$ cat config.mk
export PLATFORM = sky130hd
export DESIGN_NAME = ocp_protect_fsm
export DESIGN_NICKNAME = d
export VERILOG_FILES = /design/src/logic/ocp_pkg.sv /design/src/logic/ocp_delay_timer.sv /design/src/logic/ocp_protect_fsm.sv
export SDC_FILE = /design/constraint.sdc
export NUM_CORES = 1
export LEC_CHECK = 0
export ABC_AREA = 0
export BUFFER_PORTS_ARGS = -buffer_cell sky130_fd_sc_hd__buf_2
export CAP_MARGIN = 5
export CORE_MARGIN = 4
export CORE_UTILIZATION = 48
export CTS_BUF_LIST = sky130_fd_sc_hd__clkbuf_16
export CTS_CLUSTER_DIAMETER = 80
export CTS_CLUSTER_SIZE = 25
export DETAILED_ROUTE_END_ITERATION = 16
export MAX_ROUTING_LAYER = met4
export PLACE_DENSITY = 0.78
export SLEW_MARGIN = 15
export SYNTH_ARGS = -nofsm -noshare
export SYNTH_HDL_FRONTEND = slang
export SYNTH_SLANG_ARGS = --single-unit
$ cat constraint.sdc
create_clock -name sys_clk -period 2.9 [get_ports sys_clk]
set_clock_uncertainty 0.1 [all_clocks]
set_input_delay 0.58 -clock sys_clk [delete_from_list [all_inputs] [get_ports sys_clk]]
set_output_delay 0.58 -clock sys_clk [all_outputs]
set_load 0.005 [all_outputs]
$ cat src/logic/ocp_pkg.sv
// shared constants, register map and state types of the over-current protection controller
package ocp_pkg;

    // =====================================================================
    // timing: both delays come from one timing capacitor
    // =====================================================================
    localparam int OC_DELAY_PER_UF_MS = 10000;               // delay per microfarad of timing capacitance
    localparam int OC_CAP_PF          = 1000;                // 0.001 uF timing capacitor
    localparam int OC_DELAY_US        = (OC_DELAY_PER_UF_MS * OC_CAP_PF) / 1000; // 10 ms expressed in us
    localparam int CLK_PERIOD_NS      = 4;                   // 250 MHz system clock
    localparam int OC_DELAY_CYCLES    = (OC_DELAY_US * 1000) / CLK_PERIOD_NS;
    localparam int TIMER_W            = 32;
    // load samples younger than the synchroniser depth were taken before the probe current flowed
    localparam logic [1:0] PROBE_SETTLE = 2'h2;

    // =====================================================================
    // register bus
    // =====================================================================
    localparam int          ADDR_W         = 8;
    localparam logic [7:0]  OFS_CONFIG     = 8'h00;          // threshold select
    localparam logic [7:0]  OFS_CTRL       = 8'h04;          // fet control bits
    localparam logic [7:0]  OFS_STATUS     = 8'h08;          // live state, read only
    localparam logic [7:0]  OFS_IRQ_STATUS = 8'h0C;          // sticky events, read only
    localparam logic [7:0]  OFS_IRQ_CLEAR  = 8'h10;          // write one to clear, write only
    localparam logic [7:0]  OFS_IRQ_ENABLE = 8'h14;          // interrupt mask
    localparam logic [1:0]  RESP_OKAY      = 2'h0;
    localparam logic [1:0]  RESP_SLVERR    = 2'h2;

    // field positions
    localparam int CFG_THR_LO   = 0;                         // oc_threshold_sel_lo
    localparam int CFG_THR_HI   = 1;                         // oc_threshold_sel_hi
    localparam int CTRL_DIS     = 0;                         // discharge_fet_ctrl_bit
    localparam int CTRL_CHG     = 1;                         // charge_fet_ctrl_bit
    localparam int STAT_STATE   = 0;                         // four bits of one-hot state
    localparam int STAT_DIS_OFF = 4;
    localparam int STAT_CHG_ON  = 5;
    localparam int STAT_TEST    = 6;
    localparam int STAT_REG_EN  = 7;
    localparam int IRQ_ENTRY    = 0;                         // protection entered
    localparam int IRQ_RELEASE  = 1;                         // protection released
    localparam int IRQ_CANCEL   = 2;                         // detection cancelled
    localparam int IRQ_W        = 3;

    // reset values
    localparam logic [1:0]       RST_THR_SEL = 2'h0;
    localparam logic             RST_DIS_CTL = 1'b1;         // discharge fet on after reset
    localparam logic             RST_CHG_CTL = 1'b1;         // charge fet on after reset
    localparam logic [IRQ_W-1:0] RST_IRQ_EN  = 3'h0;

    // =====================================================================
    // state types
    // =====================================================================
    typedef enum logic [3:0] {
        ST_NORMAL   = 4'h1,
        ST_DETECT   = 4'h2,
        ST_LOAD_MON = 4'h4,
        ST_RELEASE  = 4'h8
    } ocp_state_t;

    typedef struct packed {
        logic [TIMER_W-1:0] count;
    } ocp_timer_t;

    typedef struct packed {
        ocp_state_t         state;
        logic               over_s1;
        logic               over_s2;
        logic               load_s1;
        logic               load_s2;
        logic [1:0]         thr_sel;
        logic               dis_ctrl;
        logic               chg_ctrl;
        logic               dis_at_entry;
        logic               dis_off;
        logic               chg_on;
        logic               test_en;
        logic [1:0]         probe_age;
        logic [IRQ_W-1:0]   irq_status;
        logic [IRQ_W-1:0]   irq_enable;
        logic               aw_held;
        logic [ADDR_W-1:0]  aw_addr;
        logic               w_held;
        logic [31:0]        wdata;
        logic [3:0]         wstrb;
        logic               bvalid;
        logic [1:0]         bresp;
        logic               rvalid;
        logic [31:0]        rdata;
        logic [1:0]         rresp;
    } ocp_regs_t;

endpackage : ocp_pkg

$ cat src/logic/ocp_delay_timer.sv
// delay timer that counts while run is high and restarts whenever run drops
`timescale 1ns/1ns
module ocp_delay_timer #(
    parameter int LIMIT = ocp_pkg::OC_DELAY_CYCLES
) (
    input  wire logic sys_clk,
    input  wire logic rst_n,
    input  wire logic run,
    output logic      expired
);

    ocp_pkg::ocp_timer_t cur;
    ocp_pkg::ocp_timer_t next_cur;

    // =====================================================================
    // counter
    // =====================================================================
    // saturates at LIMIT - 1 so a stalled consumer never sees a wrap
    always_comb begin
        next_cur = cur;
        if (!run) begin
            next_cur.count = '0;
        end else if (cur.count != ocp_pkg::TIMER_W'(LIMIT - 1)) begin
            next_cur.count = cur.count + ocp_pkg::TIMER_W'(1);
        end
    end

    always_ff @(posedge sys_clk or negedge rst_n) begin
        if (!rst_n) begin
            cur <= '0;
        end else begin
            cur <= next_cur;
        end
    end

    // high in the cycle that completes LIMIT cycles of running
    assign expired = run && (cur.count == ocp_pkg::TIMER_W'(LIMIT - 1));

endmodule : ocp_delay_timer

$ cat src/logic/ocp_protect_fsm.sv
// over-current protection state machine with its axi4-lite register file
`timescale 1ns/1ns
module ocp_protect_fsm #(
    parameter int DELAY_CYCLES = ocp_pkg::OC_DELAY_CYCLES
) (
    input  wire logic        sys_clk,
    input  wire logic        rst_n,
    input  wire logic        sense_over_threshold,
    input  wire logic        load_above_release,
    output logic             discharge_fet_drive,
    output logic             charge_fet_on,
    output logic             load_test_current_en,
    output logic             regulated_supply_out_en,
    output logic [1:0]       oc_threshold_sel,
    output logic             irq,
    input  wire logic [7:0]  s_axi_awaddr,
    input  wire logic        s_axi_awvalid,
    output logic             s_axi_awready,
    input  wire logic [31:0] s_axi_wdata,
    input  wire logic [3:0]  s_axi_wstrb,
    input  wire logic        s_axi_wvalid,
    output logic             s_axi_wready,
    output logic [1:0]       s_axi_bresp,
    output logic             s_axi_bvalid,
    input  wire logic        s_axi_bready,
    input  wire logic [7:0]  s_axi_araddr,
    input  wire logic        s_axi_arvalid,
    output logic             s_axi_arready,
    output logic [31:0]      s_axi_rdata,
    output logic [1:0]       s_axi_rresp,
    output logic             s_axi_rvalid,
    input  wire logic        s_axi_rready
);

    ocp_pkg::ocp_regs_t cur;
    ocp_pkg::ocp_regs_t next_cur;
    logic               timer_run;
    logic               timer_expired;
    logic               in_prot;
    logic               do_write;
    logic               release_evt;
    logic [ocp_pkg::IRQ_W-1:0] irq_set;
    logic [ocp_pkg::IRQ_W-1:0] irq_clr;

    // =====================================================================
    // helpers
    // =====================================================================
    // word-aligned decode, shared by the read and write paths
    function automatic logic hit(input logic [7:0] addr, input logic [7:0] ofs);
        hit = (addr[7:2] == ofs[7:2]);
    endfunction : hit

    function automatic logic mapped(input logic [7:0] addr);
        mapped = hit(addr, ocp_pkg::OFS_CONFIG) || hit(addr, ocp_pkg::OFS_CTRL) ||
                 hit(addr, ocp_pkg::OFS_STATUS) || hit(addr, ocp_pkg::OFS_IRQ_STATUS) ||
                 hit(addr, ocp_pkg::OFS_IRQ_CLEAR) || hit(addr, ocp_pkg::OFS_IRQ_ENABLE);
    endfunction : mapped

    // =====================================================================
    // shared delay timer
    // =====================================================================
    // one timer serves both delays, they can never run at the same time
    assign timer_run = (cur.state == ocp_pkg::ST_DETECT) || (cur.state == ocp_pkg::ST_RELEASE);

    ocp_delay_timer #(
        .LIMIT (DELAY_CYCLES)
    ) u_timer (
        .sys_clk (sys_clk),
        .rst_n   (rst_n),
        .run     (timer_run),
        .expired (timer_expired)
    );

    assign in_prot  = (cur.state == ocp_pkg::ST_LOAD_MON) || (cur.state == ocp_pkg::ST_RELEASE);
    assign do_write = cur.aw_held && cur.w_held && !cur.bvalid;
    assign release_evt = (cur.state == ocp_pkg::ST_RELEASE) && cur.load_s2 && timer_expired && !cur.over_s2;

    // =====================================================================
    // next state
    // =====================================================================
    always_comb begin
        next_cur = cur;
        irq_set  = '0;
        irq_clr  = '0;

        // comparator results arrive from the analog side, two flops before use
        next_cur.over_s1 = sense_over_threshold;
        next_cur.over_s2 = cur.over_s1;
        next_cur.load_s1 = load_above_release;
        next_cur.load_s2 = cur.load_s1;

        // register writes land first so the state machine can override the fet bits
        if (do_write && cur.wstrb[0]) begin
            if (hit(cur.aw_addr, ocp_pkg::OFS_CONFIG)) begin
                next_cur.thr_sel = cur.wdata[ocp_pkg::CFG_THR_HI:ocp_pkg::CFG_THR_LO];
            end
            if (hit(cur.aw_addr, ocp_pkg::OFS_CTRL)) begin
                next_cur.dis_ctrl = cur.wdata[ocp_pkg::CTRL_DIS];
                next_cur.chg_ctrl = cur.wdata[ocp_pkg::CTRL_CHG];
            end
            if (hit(cur.aw_addr, ocp_pkg::OFS_IRQ_ENABLE)) begin
                next_cur.irq_enable = cur.wdata[ocp_pkg::IRQ_W-1:0];
            end
            if (hit(cur.aw_addr, ocp_pkg::OFS_IRQ_CLEAR)) begin
                irq_clr = cur.wdata[ocp_pkg::IRQ_W-1:0];
            end
        end

        // outside protection the pins follow the control bits
        if (!in_prot) begin
            next_cur.dis_off = !next_cur.dis_ctrl;
            next_cur.chg_on  = next_cur.chg_ctrl;
        end

        case (cur.state)
            ocp_pkg::ST_NORMAL: begin
                if (cur.over_s2) begin
                    next_cur.state = ocp_pkg::ST_DETECT;
                end
            end
            ocp_pkg::ST_DETECT: begin
                if (!cur.over_s2) begin
                    next_cur.state = ocp_pkg::ST_NORMAL;
                    irq_set[ocp_pkg::IRQ_CANCEL] = 1'b1;
                end else if (timer_expired) begin
                    next_cur.state        = ocp_pkg::ST_LOAD_MON;
                    next_cur.dis_off      = 1'b1;
                    next_cur.chg_on       = cur.chg_on;
                    next_cur.test_en      = 1'b1;
                    next_cur.probe_age    = 2'h0;
                    next_cur.dis_at_entry = next_cur.dis_ctrl;
                    irq_set[ocp_pkg::IRQ_ENTRY] = 1'b1;
                end
            end
            ocp_pkg::ST_LOAD_MON: begin
                next_cur.test_en = 1'b1;
                // ignore the load reading until it was sampled with the probe current on
                if (cur.probe_age != ocp_pkg::PROBE_SETTLE) begin
                    next_cur.probe_age = cur.probe_age + 2'h1;
                end else if (cur.load_s2) begin
                    next_cur.state   = ocp_pkg::ST_RELEASE;
                    next_cur.test_en = 1'b0;
                end
            end
            ocp_pkg::ST_RELEASE: begin
                if (!cur.load_s2) begin
                    // the load dropped again, go back to probing with a fresh delay
                    next_cur.state     = ocp_pkg::ST_LOAD_MON;
                    next_cur.test_en   = 1'b1;
                    next_cur.probe_age = 2'h0;
                end else if (timer_expired) begin
                    if (!cur.over_s2) begin
                        next_cur.state   = ocp_pkg::ST_NORMAL;
                        next_cur.chg_on  = cur.chg_on;
                        if (next_cur.dis_ctrl == cur.dis_at_entry) begin
                            next_cur.dis_ctrl = 1'b1;
                            next_cur.dis_off  = 1'b0;
                        end else begin
                            next_cur.dis_off  = !next_cur.dis_ctrl;
                        end
                        irq_set[ocp_pkg::IRQ_RELEASE] = 1'b1;
                    end else begin
                        next_cur.state     = ocp_pkg::ST_LOAD_MON;
                        next_cur.test_en   = 1'b1;
                        next_cur.probe_age = 2'h0;
                    end
                end
            end
            default: begin
                next_cur.state   = ocp_pkg::ST_NORMAL;
                next_cur.test_en = 1'b0;
            end
        endcase

        // set wins over a clear in the same cycle
        next_cur.irq_status = (cur.irq_status & ~irq_clr) | irq_set;

        // write channel: address and data are taken independently
        if (s_axi_awvalid && s_axi_awready) begin
            next_cur.aw_held = 1'b1;
            next_cur.aw_addr = s_axi_awaddr;
        end
        if (s_axi_wvalid && s_axi_wready) begin
            next_cur.w_held = 1'b1;
            next_cur.wdata  = s_axi_wdata;
            next_cur.wstrb  = s_axi_wstrb;
        end
        if (do_write) begin
            next_cur.aw_held = 1'b0;
            next_cur.w_held  = 1'b0;
            next_cur.bvalid  = 1'b1;
            next_cur.bresp   = mapped(cur.aw_addr) && !hit(cur.aw_addr, ocp_pkg::OFS_STATUS) &&
                               !hit(cur.aw_addr, ocp_pkg::OFS_IRQ_STATUS) ? ocp_pkg::RESP_OKAY : ocp_pkg::RESP_SLVERR;
        end else if (cur.bvalid && s_axi_bready) begin
            next_cur.bvalid = 1'b0;
        end

        // read channel: data registered on the same edge that takes the address, valid in the following cycle
        if (s_axi_arvalid && s_axi_arready) begin
            next_cur.rvalid = 1'b1;
            next_cur.rresp  = mapped(s_axi_araddr) ? ocp_pkg::RESP_OKAY : ocp_pkg::RESP_SLVERR;
            next_cur.rdata  = 32'h0000_0000;
            if (hit(s_axi_araddr, ocp_pkg::OFS_CONFIG)) begin
                next_cur.rdata[1:0] = cur.thr_sel;
            end
            if (hit(s_axi_araddr, ocp_pkg::OFS_CTRL)) begin
                next_cur.rdata[ocp_pkg::CTRL_DIS] = cur.dis_ctrl;
                next_cur.rdata[ocp_pkg::CTRL_CHG] = cur.chg_ctrl;
            end
            if (hit(s_axi_araddr, ocp_pkg::OFS_STATUS)) begin
                next_cur.rdata[ocp_pkg::STAT_STATE+3:ocp_pkg::STAT_STATE] = cur.state;
                next_cur.rdata[ocp_pkg::STAT_DIS_OFF] = cur.dis_off;
                next_cur.rdata[ocp_pkg::STAT_CHG_ON]  = cur.chg_on;
                next_cur.rdata[ocp_pkg::STAT_TEST]    = cur.test_en;
                next_cur.rdata[ocp_pkg::STAT_REG_EN]  = 1'b1;
            end
            if (hit(s_axi_araddr, ocp_pkg::OFS_IRQ_STATUS)) begin
                next_cur.rdata[ocp_pkg::IRQ_W-1:0] = cur.irq_status;
            end
            if (hit(s_axi_araddr, ocp_pkg::OFS_IRQ_ENABLE)) begin
                next_cur.rdata[ocp_pkg::IRQ_W-1:0] = cur.irq_enable;
            end
        end else if (cur.rvalid && s_axi_rready) begin
            next_cur.rvalid = 1'b0;
        end
    end

    // =====================================================================
    // state register
    // =====================================================================
    always_ff @(posedge sys_clk or negedge rst_n) begin
        if (!rst_n) begin
            cur            <= '0;
            cur.state      <= ocp_pkg::ST_NORMAL;
            cur.thr_sel    <= ocp_pkg::RST_THR_SEL;
            cur.dis_ctrl   <= ocp_pkg::RST_DIS_CTL;
            cur.chg_ctrl   <= ocp_pkg::RST_CHG_CTL;
            cur.dis_off    <= !ocp_pkg::RST_DIS_CTL;
            cur.chg_on     <= ocp_pkg::RST_CHG_CTL;
            cur.irq_enable <= ocp_pkg::RST_IRQ_EN;
        end else begin
            cur <= next_cur;
        end
    end

    // =====================================================================
    // outputs
    // =====================================================================
    assign discharge_fet_drive     = cur.dis_off;      // high is the off level
    assign charge_fet_on           = cur.chg_on;
    assign load_test_current_en    = cur.test_en;
    assign regulated_supply_out_en = 1'b1;
    assign oc_threshold_sel        = cur.thr_sel;
    assign irq                     = |(cur.irq_status & cur.irq_enable);
    assign s_axi_awready           = !cur.aw_held && !cur.bvalid;
    assign s_axi_wready            = !cur.w_held && !cur.bvalid;
    assign s_axi_bvalid            = cur.bvalid;
    assign s_axi_bresp             = cur.bresp;
    assign s_axi_arready           = !cur.rvalid;
    assign s_axi_rvalid            = cur.rvalid;
    assign s_axi_rdata             = cur.rdata;
    assign s_axi_rresp             = cur.rresp;

    // =====================================================================
    // assertions
    // =====================================================================
    property p_detect_start;
        @(posedge sys_clk) disable iff (!rst_n)
        (cur.state == ocp_pkg::ST_NORMAL && cur.over_s2) |=> (cur.state == ocp_pkg::ST_DETECT);
    endproperty
    a_detect_start: assert property (p_detect_start) else $error("over threshold did not start detection");

    property p_entry;
        @(posedge sys_clk) disable iff (!rst_n)
        (cur.state == ocp_pkg::ST_DETECT && cur.over_s2 && timer_expired) |=>
            (cur.state == ocp_pkg::ST_LOAD_MON && discharge_fet_drive && load_test_current_en);
    endproperty
    a_entry: assert property (p_entry) else $error("protection entry did not switch fet off and start probe");

    property p_off_in_prot;
        @(posedge sys_clk) disable iff (!rst_n)
        in_prot |-> discharge_fet_drive;
    endproperty
    a_off_in_prot: assert property (p_off_in_prot) else $error("discharge fet on during protection");

    property p_supply;
        @(posedge sys_clk) disable iff (!rst_n)
        in_prot |-> regulated_supply_out_en;
    endproperty
    a_supply: assert property (p_supply) else $error("regulated supply dropped in protection");

    property p_probe;
        @(posedge sys_clk) disable iff (!rst_n)
        (cur.state == ocp_pkg::ST_LOAD_MON) |-> load_test_current_en;
    endproperty
    a_probe: assert property (p_probe) else $error("no test current in load monitor");

    property p_release_wait;
        @(posedge sys_clk) disable iff (!rst_n)
        (cur.state == ocp_pkg::ST_LOAD_MON && cur.load_s2 && cur.probe_age == ocp_pkg::PROBE_SETTLE) |=>
            (cur.state == ocp_pkg::ST_RELEASE && !load_test_current_en);
    endproperty
    a_release_wait: assert property (p_release_wait) else $error("release delay not started");

    property p_restore;
        @(posedge sys_clk) disable iff (!rst_n)
        (release_evt && cur.dis_ctrl == cur.dis_at_entry && !(do_write && hit(cur.aw_addr, ocp_pkg::OFS_CTRL)))
            |=> (!discharge_fet_drive && cur.state == ocp_pkg::ST_NORMAL && !load_test_current_en);
    endproperty
    a_restore: assert property (p_restore) else $error("discharge fet not restored on release");

    property p_hold_pins;
        @(posedge sys_clk) disable iff (!rst_n)
        (in_prot ##1 in_prot) |-> ($stable(discharge_fet_drive) && $stable(charge_fet_on));
    endproperty
    a_hold_pins: assert property (p_hold_pins) else $error("fet pins moved during protection");

    property p_charge_kept;
        @(posedge sys_clk) disable iff (!rst_n)
        release_evt |=> (charge_fet_on == $past(charge_fet_on));
    endproperty
    a_charge_kept: assert property (p_charge_kept) else $error("charge fet changed at release");

    property p_cancel;
        @(posedge sys_clk) disable iff (!rst_n)
        (cur.state == ocp_pkg::ST_DETECT && !cur.over_s2) |=>
            (cur.state == ocp_pkg::ST_NORMAL && discharge_fet_drive == !cur.dis_ctrl);
    endproperty
    a_cancel: assert property (p_cancel) else $error("detection not cancelled");

endmodule : ocp_protect_fsm

* Word-level counts from Yosys, hierarchy flattened
Cells that the tools add are included.
Widths: inputs -> output; s select.
** Word-level totals
- Word-level logic and storage cells :: 168
- Register bits :: 116
- Output and inout bits :: 48
** Cells by class
- Reduce and logical (&&, ||, !) cells :: 47
- Add/subtract/negate cells :: 2
- Equality and inequality tests :: 30
- Multiplexer cells :: 58
- Bitwise logic cells :: 5
** Operator list (number)
- $mux 32 :: 2
- $mux 37 :: 1
- $add 32x1->32 const B :: 1
- $eq 32x22->1 const B :: 1
- $ne 32x22->1 const B :: 1
- $mux 4 :: 7
- $eq 6x2->1 const B :: 4
- $eq 6x3->1 const B :: 4
- $mux 1 :: 22
- $mux 3 :: 7
- $mux 2 :: 10
- $pmux 4 s4 :: 1
- $mux 5 :: 3
- $ne 2x2->1 const B :: 7
- $logic_and 1x1->1 :: 13
- $eq 6x1->1 const B :: 2
- $logic_not 6->1 :: 2
- $logic_or 1x1->1 :: 12
- $ne 3x3->1 const B :: 4
- $reduce_and 5->1 :: 2
- $mux 9 :: 1
- $mux 8 :: 1
- $reduce_bool 2->1 :: 4
- $logic_not 1->1 :: 7
- other kinds (20) :: 23

* Depth between registers and ports, before layout
- Word-level depth :: 10
- Mapped depth :: 7

* Hierarchy
A second synthesis with hierarchy kept.
** Second synthesis, totals
- Cells, all modules :: 448
- Area, all modules :: 4453.0 um^2
** By module, submodules not included
- ocp_protect_fsm :: area each 2555.0 um^2, sequential area each 1206.2 um^2, instances 1, cells each 235
- ocp_delay_timer :: area each 1898.1 um^2, sequential area each 800.8 um^2, instances 1, cells each 213

* Worst setup path before layout
Ideal clock, no wire load.
- Path kind :: register to register
- Start point :: register u_timer.cur[9] in the netlist's numbering
- End point :: register cur[107] in the netlist's numbering
- Setup time :: 0.123 ns
- Data required time :: 2.677 ns
- Arrival time :: 2.164 ns
- Stages on the path, launching flop included :: 6
- Path slack :: 0.513 ns
- Cells stage by stage :: dfrtp_1 -> or4b_1 -> or4_4 -> or4_1 -> a22oi_1 -> nor2b_1
** Between the ends
- Longest elaborated chain between the ends :: 4
** Ends and longest elaborated chain
- from (decl) :: line ocp_delay_timer.sv:12 : ocp_pkg::ocp_timer_t cur;
- from (signal assigned) :: line ocp_delay_timer.sv:32 : cur <= next_cur;
- $eq 32x22->1 * :: line ocp_delay_timer.sv:37 : assign expired = run && (cur.count == ocp_pkg::TIMER_W'(LIMIT - 1));
- $logic_and 1x1->1 * :: line ocp_delay_timer.sv:37
- $ne 3x3->1 (no line)
- $reduce_and 5->1 (no line) *
- to (signal assigned) :: line ocp_protect_fsm.sv:242 : cur <= next_cur;
- to (decl) :: line ocp_protect_fsm.sv:35 : ocp_pkg::ocp_regs_t cur;
Mark *: on every way between the ends. The rest lies on a longest branch, timed or not.
A chain may end at the register's enable or synchronous reset.

* Worst setup path after layout
Same ends and word-level chain as after synthesis.

==> key figures <==
Run status
  • Status: finished clean

Synthesis
  • Post-synth top area share: a little under half
  • Synth cell count leaders: dfrtp_1 (76), nand2_1 (45), nor2_1 (44), buf_4 (39), o21ai_0 (21)
  • Post-synthesis average cell area: 9.49 um^2
  • Area contributors post-synth: dfrtp_1 (45%), buf_4 (7.0%), nand2_1 (4.0%)
  • Post-synthesis cell count: roughly 440
  • Yosys top cell by area: dfrtp_1
  • Async SR Flop Fraction: 100%
  • Post-synthesis cell area: 4210 um^2
  • Top-count cell post-synth: dfrtp_1
  • Syn. warnings: 0
  • Seq/Total Area, Yosys: a little under half
  • EDFF count, synth: 0
  • Distinct cells, synth: 56
  • Most common flop cell mapped by yosys: dfrtp_1
  • Seq cells post-synth: 80

Placement
  • GP Congestion: between 0.8 and 0.9
  • DP Wirelength: 5.75 mm
  • Area after DPL: 4330 um^2
  • Port bufs: between 40 and 50

Run
  • Max-cap violations: 0

Worst setup path
  • Startpoint types: flip-flop
  • Required @ worst endpoint: 3.03 ns
  • CP Capture Type: flip-flop
  • Crit path DAT: 2.65 ns
  • R2R Setup Slk: 0.38 ns
  • Worst setup path category: reg2reg
  • Worst-path fanout max: 6

Drt
  • Routed len/inst: 13.9 um
  • Total Wirelength: 8.09 mm
  • Routed Antenna Nets: 0
  • Iter 0 DRT Violations: between 90 and 100
  • Max Used Layer: met4
  • DRT Pass-1 Iters: 4
  • Metal3 WL: 416 um
  • DR WL met2: between 4 and 5 mm
  • WL met1: 3.57 mm
  • Via/cell ratio: 5.35
  • Via count: between 3000 and 4000
  • DRC: 0

Timing
  • Fmax: 0.396 GHz
  • Slew HR: 34.8%
  • Setup TNS: 0 ns
  • Hold Violations, Final: 0
  • Post-route minimum period: 2.52 ns
  • Endpoints failing setup: 0
  • RSZ-0062 raised after global routing: no
  • Worst slew pin tran: 0.978 ns
  • Fin. max-slew vios: 0
  • Fin crit share: 87.0%

GRT
  • Global route overflow: 0
  • First-pass GRT wire length: 13.4 mm
  • Vias in the first global route: 2895
  • Initial antenna violation count: 0
  • Largest net degree at the start of global routing: 81
  • GR Util All Layers: 16.8%

Floorplanning
  • IO Count: 109
  • DIE WIDTH: 102 um
  • Core region area: 8380 um^2
  • Cell row count: 33
  • Die area: 10300 um^2
  • Die Y: about 100 um
  • Initial core utilization: about half

Clock tree
  • CTS Buffer Depth: 2
  • Hold-fix buffers, CTS: 0
  • Clock slew at reported path FFs: 0.07 ns
  • Clock H-tree levels: 3
  • Postcts setup bufs: 0
  • Post-cts gate resize count: 0
  • # clock sinks: 80
  • Latest clock arrival within the worst-skew pair: 0.34 ns
  • Cts bufs inserted: 9
  • Root Buffer: clkbuf_16
  • TritonCTS clock tree: yes

Power
  • Worst VDD drop: 360 uV
  • Power per cell area: 702 nW/um^2
  • Static Leak: 2.04 nW
  • Overall Power: 3.26 mW

Final layout
  • Ant diodes: 0
  • Final instance area: 4640 um^2
  • P&R area growth vs syn: 10.4%
  • Share of cells above drive strength 1: 19.0%
  • Layout net count: about 540

Min path
  • Worst Hold Class: reg2reg
[final cells by class]
class | instances | area (um^2)
clock buffers | 9 | 225
clock inverters | 7 | 83.8
fillers | 734 | 3740
inverters | 17 | 63.8
multi-input cells | 316 | 1870
flip-flops and latches | 80 | 2010
well taps | 105 | 131
repair buffers | 49 | 258
[stage by stage]
stage	hold slack, ns	instances	utilization [%]	worst slack [ns]
5_1_grt	0.240	583	55.4	0.276
2_1_floorplan	0.184	468	-	0.513
3_3_place_gp	0.240	567	51.7	0.399
6_report	0.247	583	55.4	0.376
3_5_place_dp	0.235	567	51.7	0.386
4_1_cts	0.235	583	55.4	0.380
[where the power goes]
part / internal (mW) / leakage (nW) / switching, mW / total, mW
Clock: 0.685 / 0.149 / 0.482 / 1.17
Sequential: 1.32 / 1.04 / 0.153 / 1.48
Combinational: 0.284 / 0.850 / 0.332 / 0.616
[routing by layer]
metal	vias up	GRT usage, %
met4	0	3.89
met5	-	-
met3	10	5.23
met1	1490	20.1
met2	84	28.0
li1	1533	-
[cell usage in the layout (no fill, tap or decap), types with 2 or more instances in the layout]
cell       netlist  final
nand3_1         18     18
mux2_2          13     13
ha_1             2      2
buf_2            0     44
inv_1           17     17
nor2_1          44     44
and4_1           3      3
nor3_1          12     12
o21ai_0         21     21
dfstp_2          4      4
clkbuf_16        0      9
o211ai_1         2      2
nand3b_1         4      4
a2111oi_0        2      2
o21bai_1         2      2
nor2b_1          4      4
buf_4           39      5
mux2i_1          6      6
or3_1           10     10
nand2b_1         4      4
nor4_1          14     14
nand4_1          4      4
a22oi_1          2      2
dfrtp_1         76     76
and3_1           4      4
nand2_1         45     45
nor4b_1          2      2
and2_1           4      4
inv_6            0      4
conb_1           2     27
xor2_1           6      6
a21oi_1         18     18
or4_1            4      4
xnor2_1         15     15
a31oi_1          2      2
[worst max-delay path, stage by stage (launching register included)]
cell     delay [ns]
dfrtp_1        0.43
or4b_1         0.53
or4_4          0.59
or4_1          0.54
a22oi_1        0.16
nor2b_1        0.06
[cell families (layout without fill, tap and decap cells)]
| logic type | after synthesis | after routing | share of synthesized area [%] |
|---|---|---|---|
| buffers and inverters | 72 | 82 | 10.1 |
| XOR/XNOR | 21 | 21 | 4.37 |
| AO/OA/AOI/OAI | 61 | 61 | 8.96 |
| multiplexers | 19 | 19 | 4.91 |
| adder cells (fa/ha/maj) | 2 | 2 | 0.595 |
| AND/OR/NAND/NOR | 186 | 186 | 23.2 |
| flip-flops | 80 | 80 | 47.7 |
| other | 2 | 27 | 0.179 |
[flip-flops by register name, indices dropped and copies added (netlist names)]
register              flops
charge_fet_on             1
cur                      31
discharge_fet_drive       1
load_test_current_en      1
oc_threshold_sel          2
s_axi_bresp               1
s_axi_bvalid              1
s_axi_rdata               8
s_axi_rresp               1
s_axi_rvalid              1
u_timer.cur              32
[path summary, 6_finish.rpt]
check | from | endpoint | cells past startpoint
setup / recovery | u_timer.cur[9] | cur[107] | 5
hold / removal | cur[103] | cur[102] | 0
setup reg to reg | u_timer.cur[9] | cur[107] | 5
hold reg to reg | cur[103] | cur[102] | 0
max in group asynchronous | rst_n | cur[90] | 1
min in group asynchronous | rst_n | oc_threshold_sel[0] | 1
(Power assumes the default switching activity.)
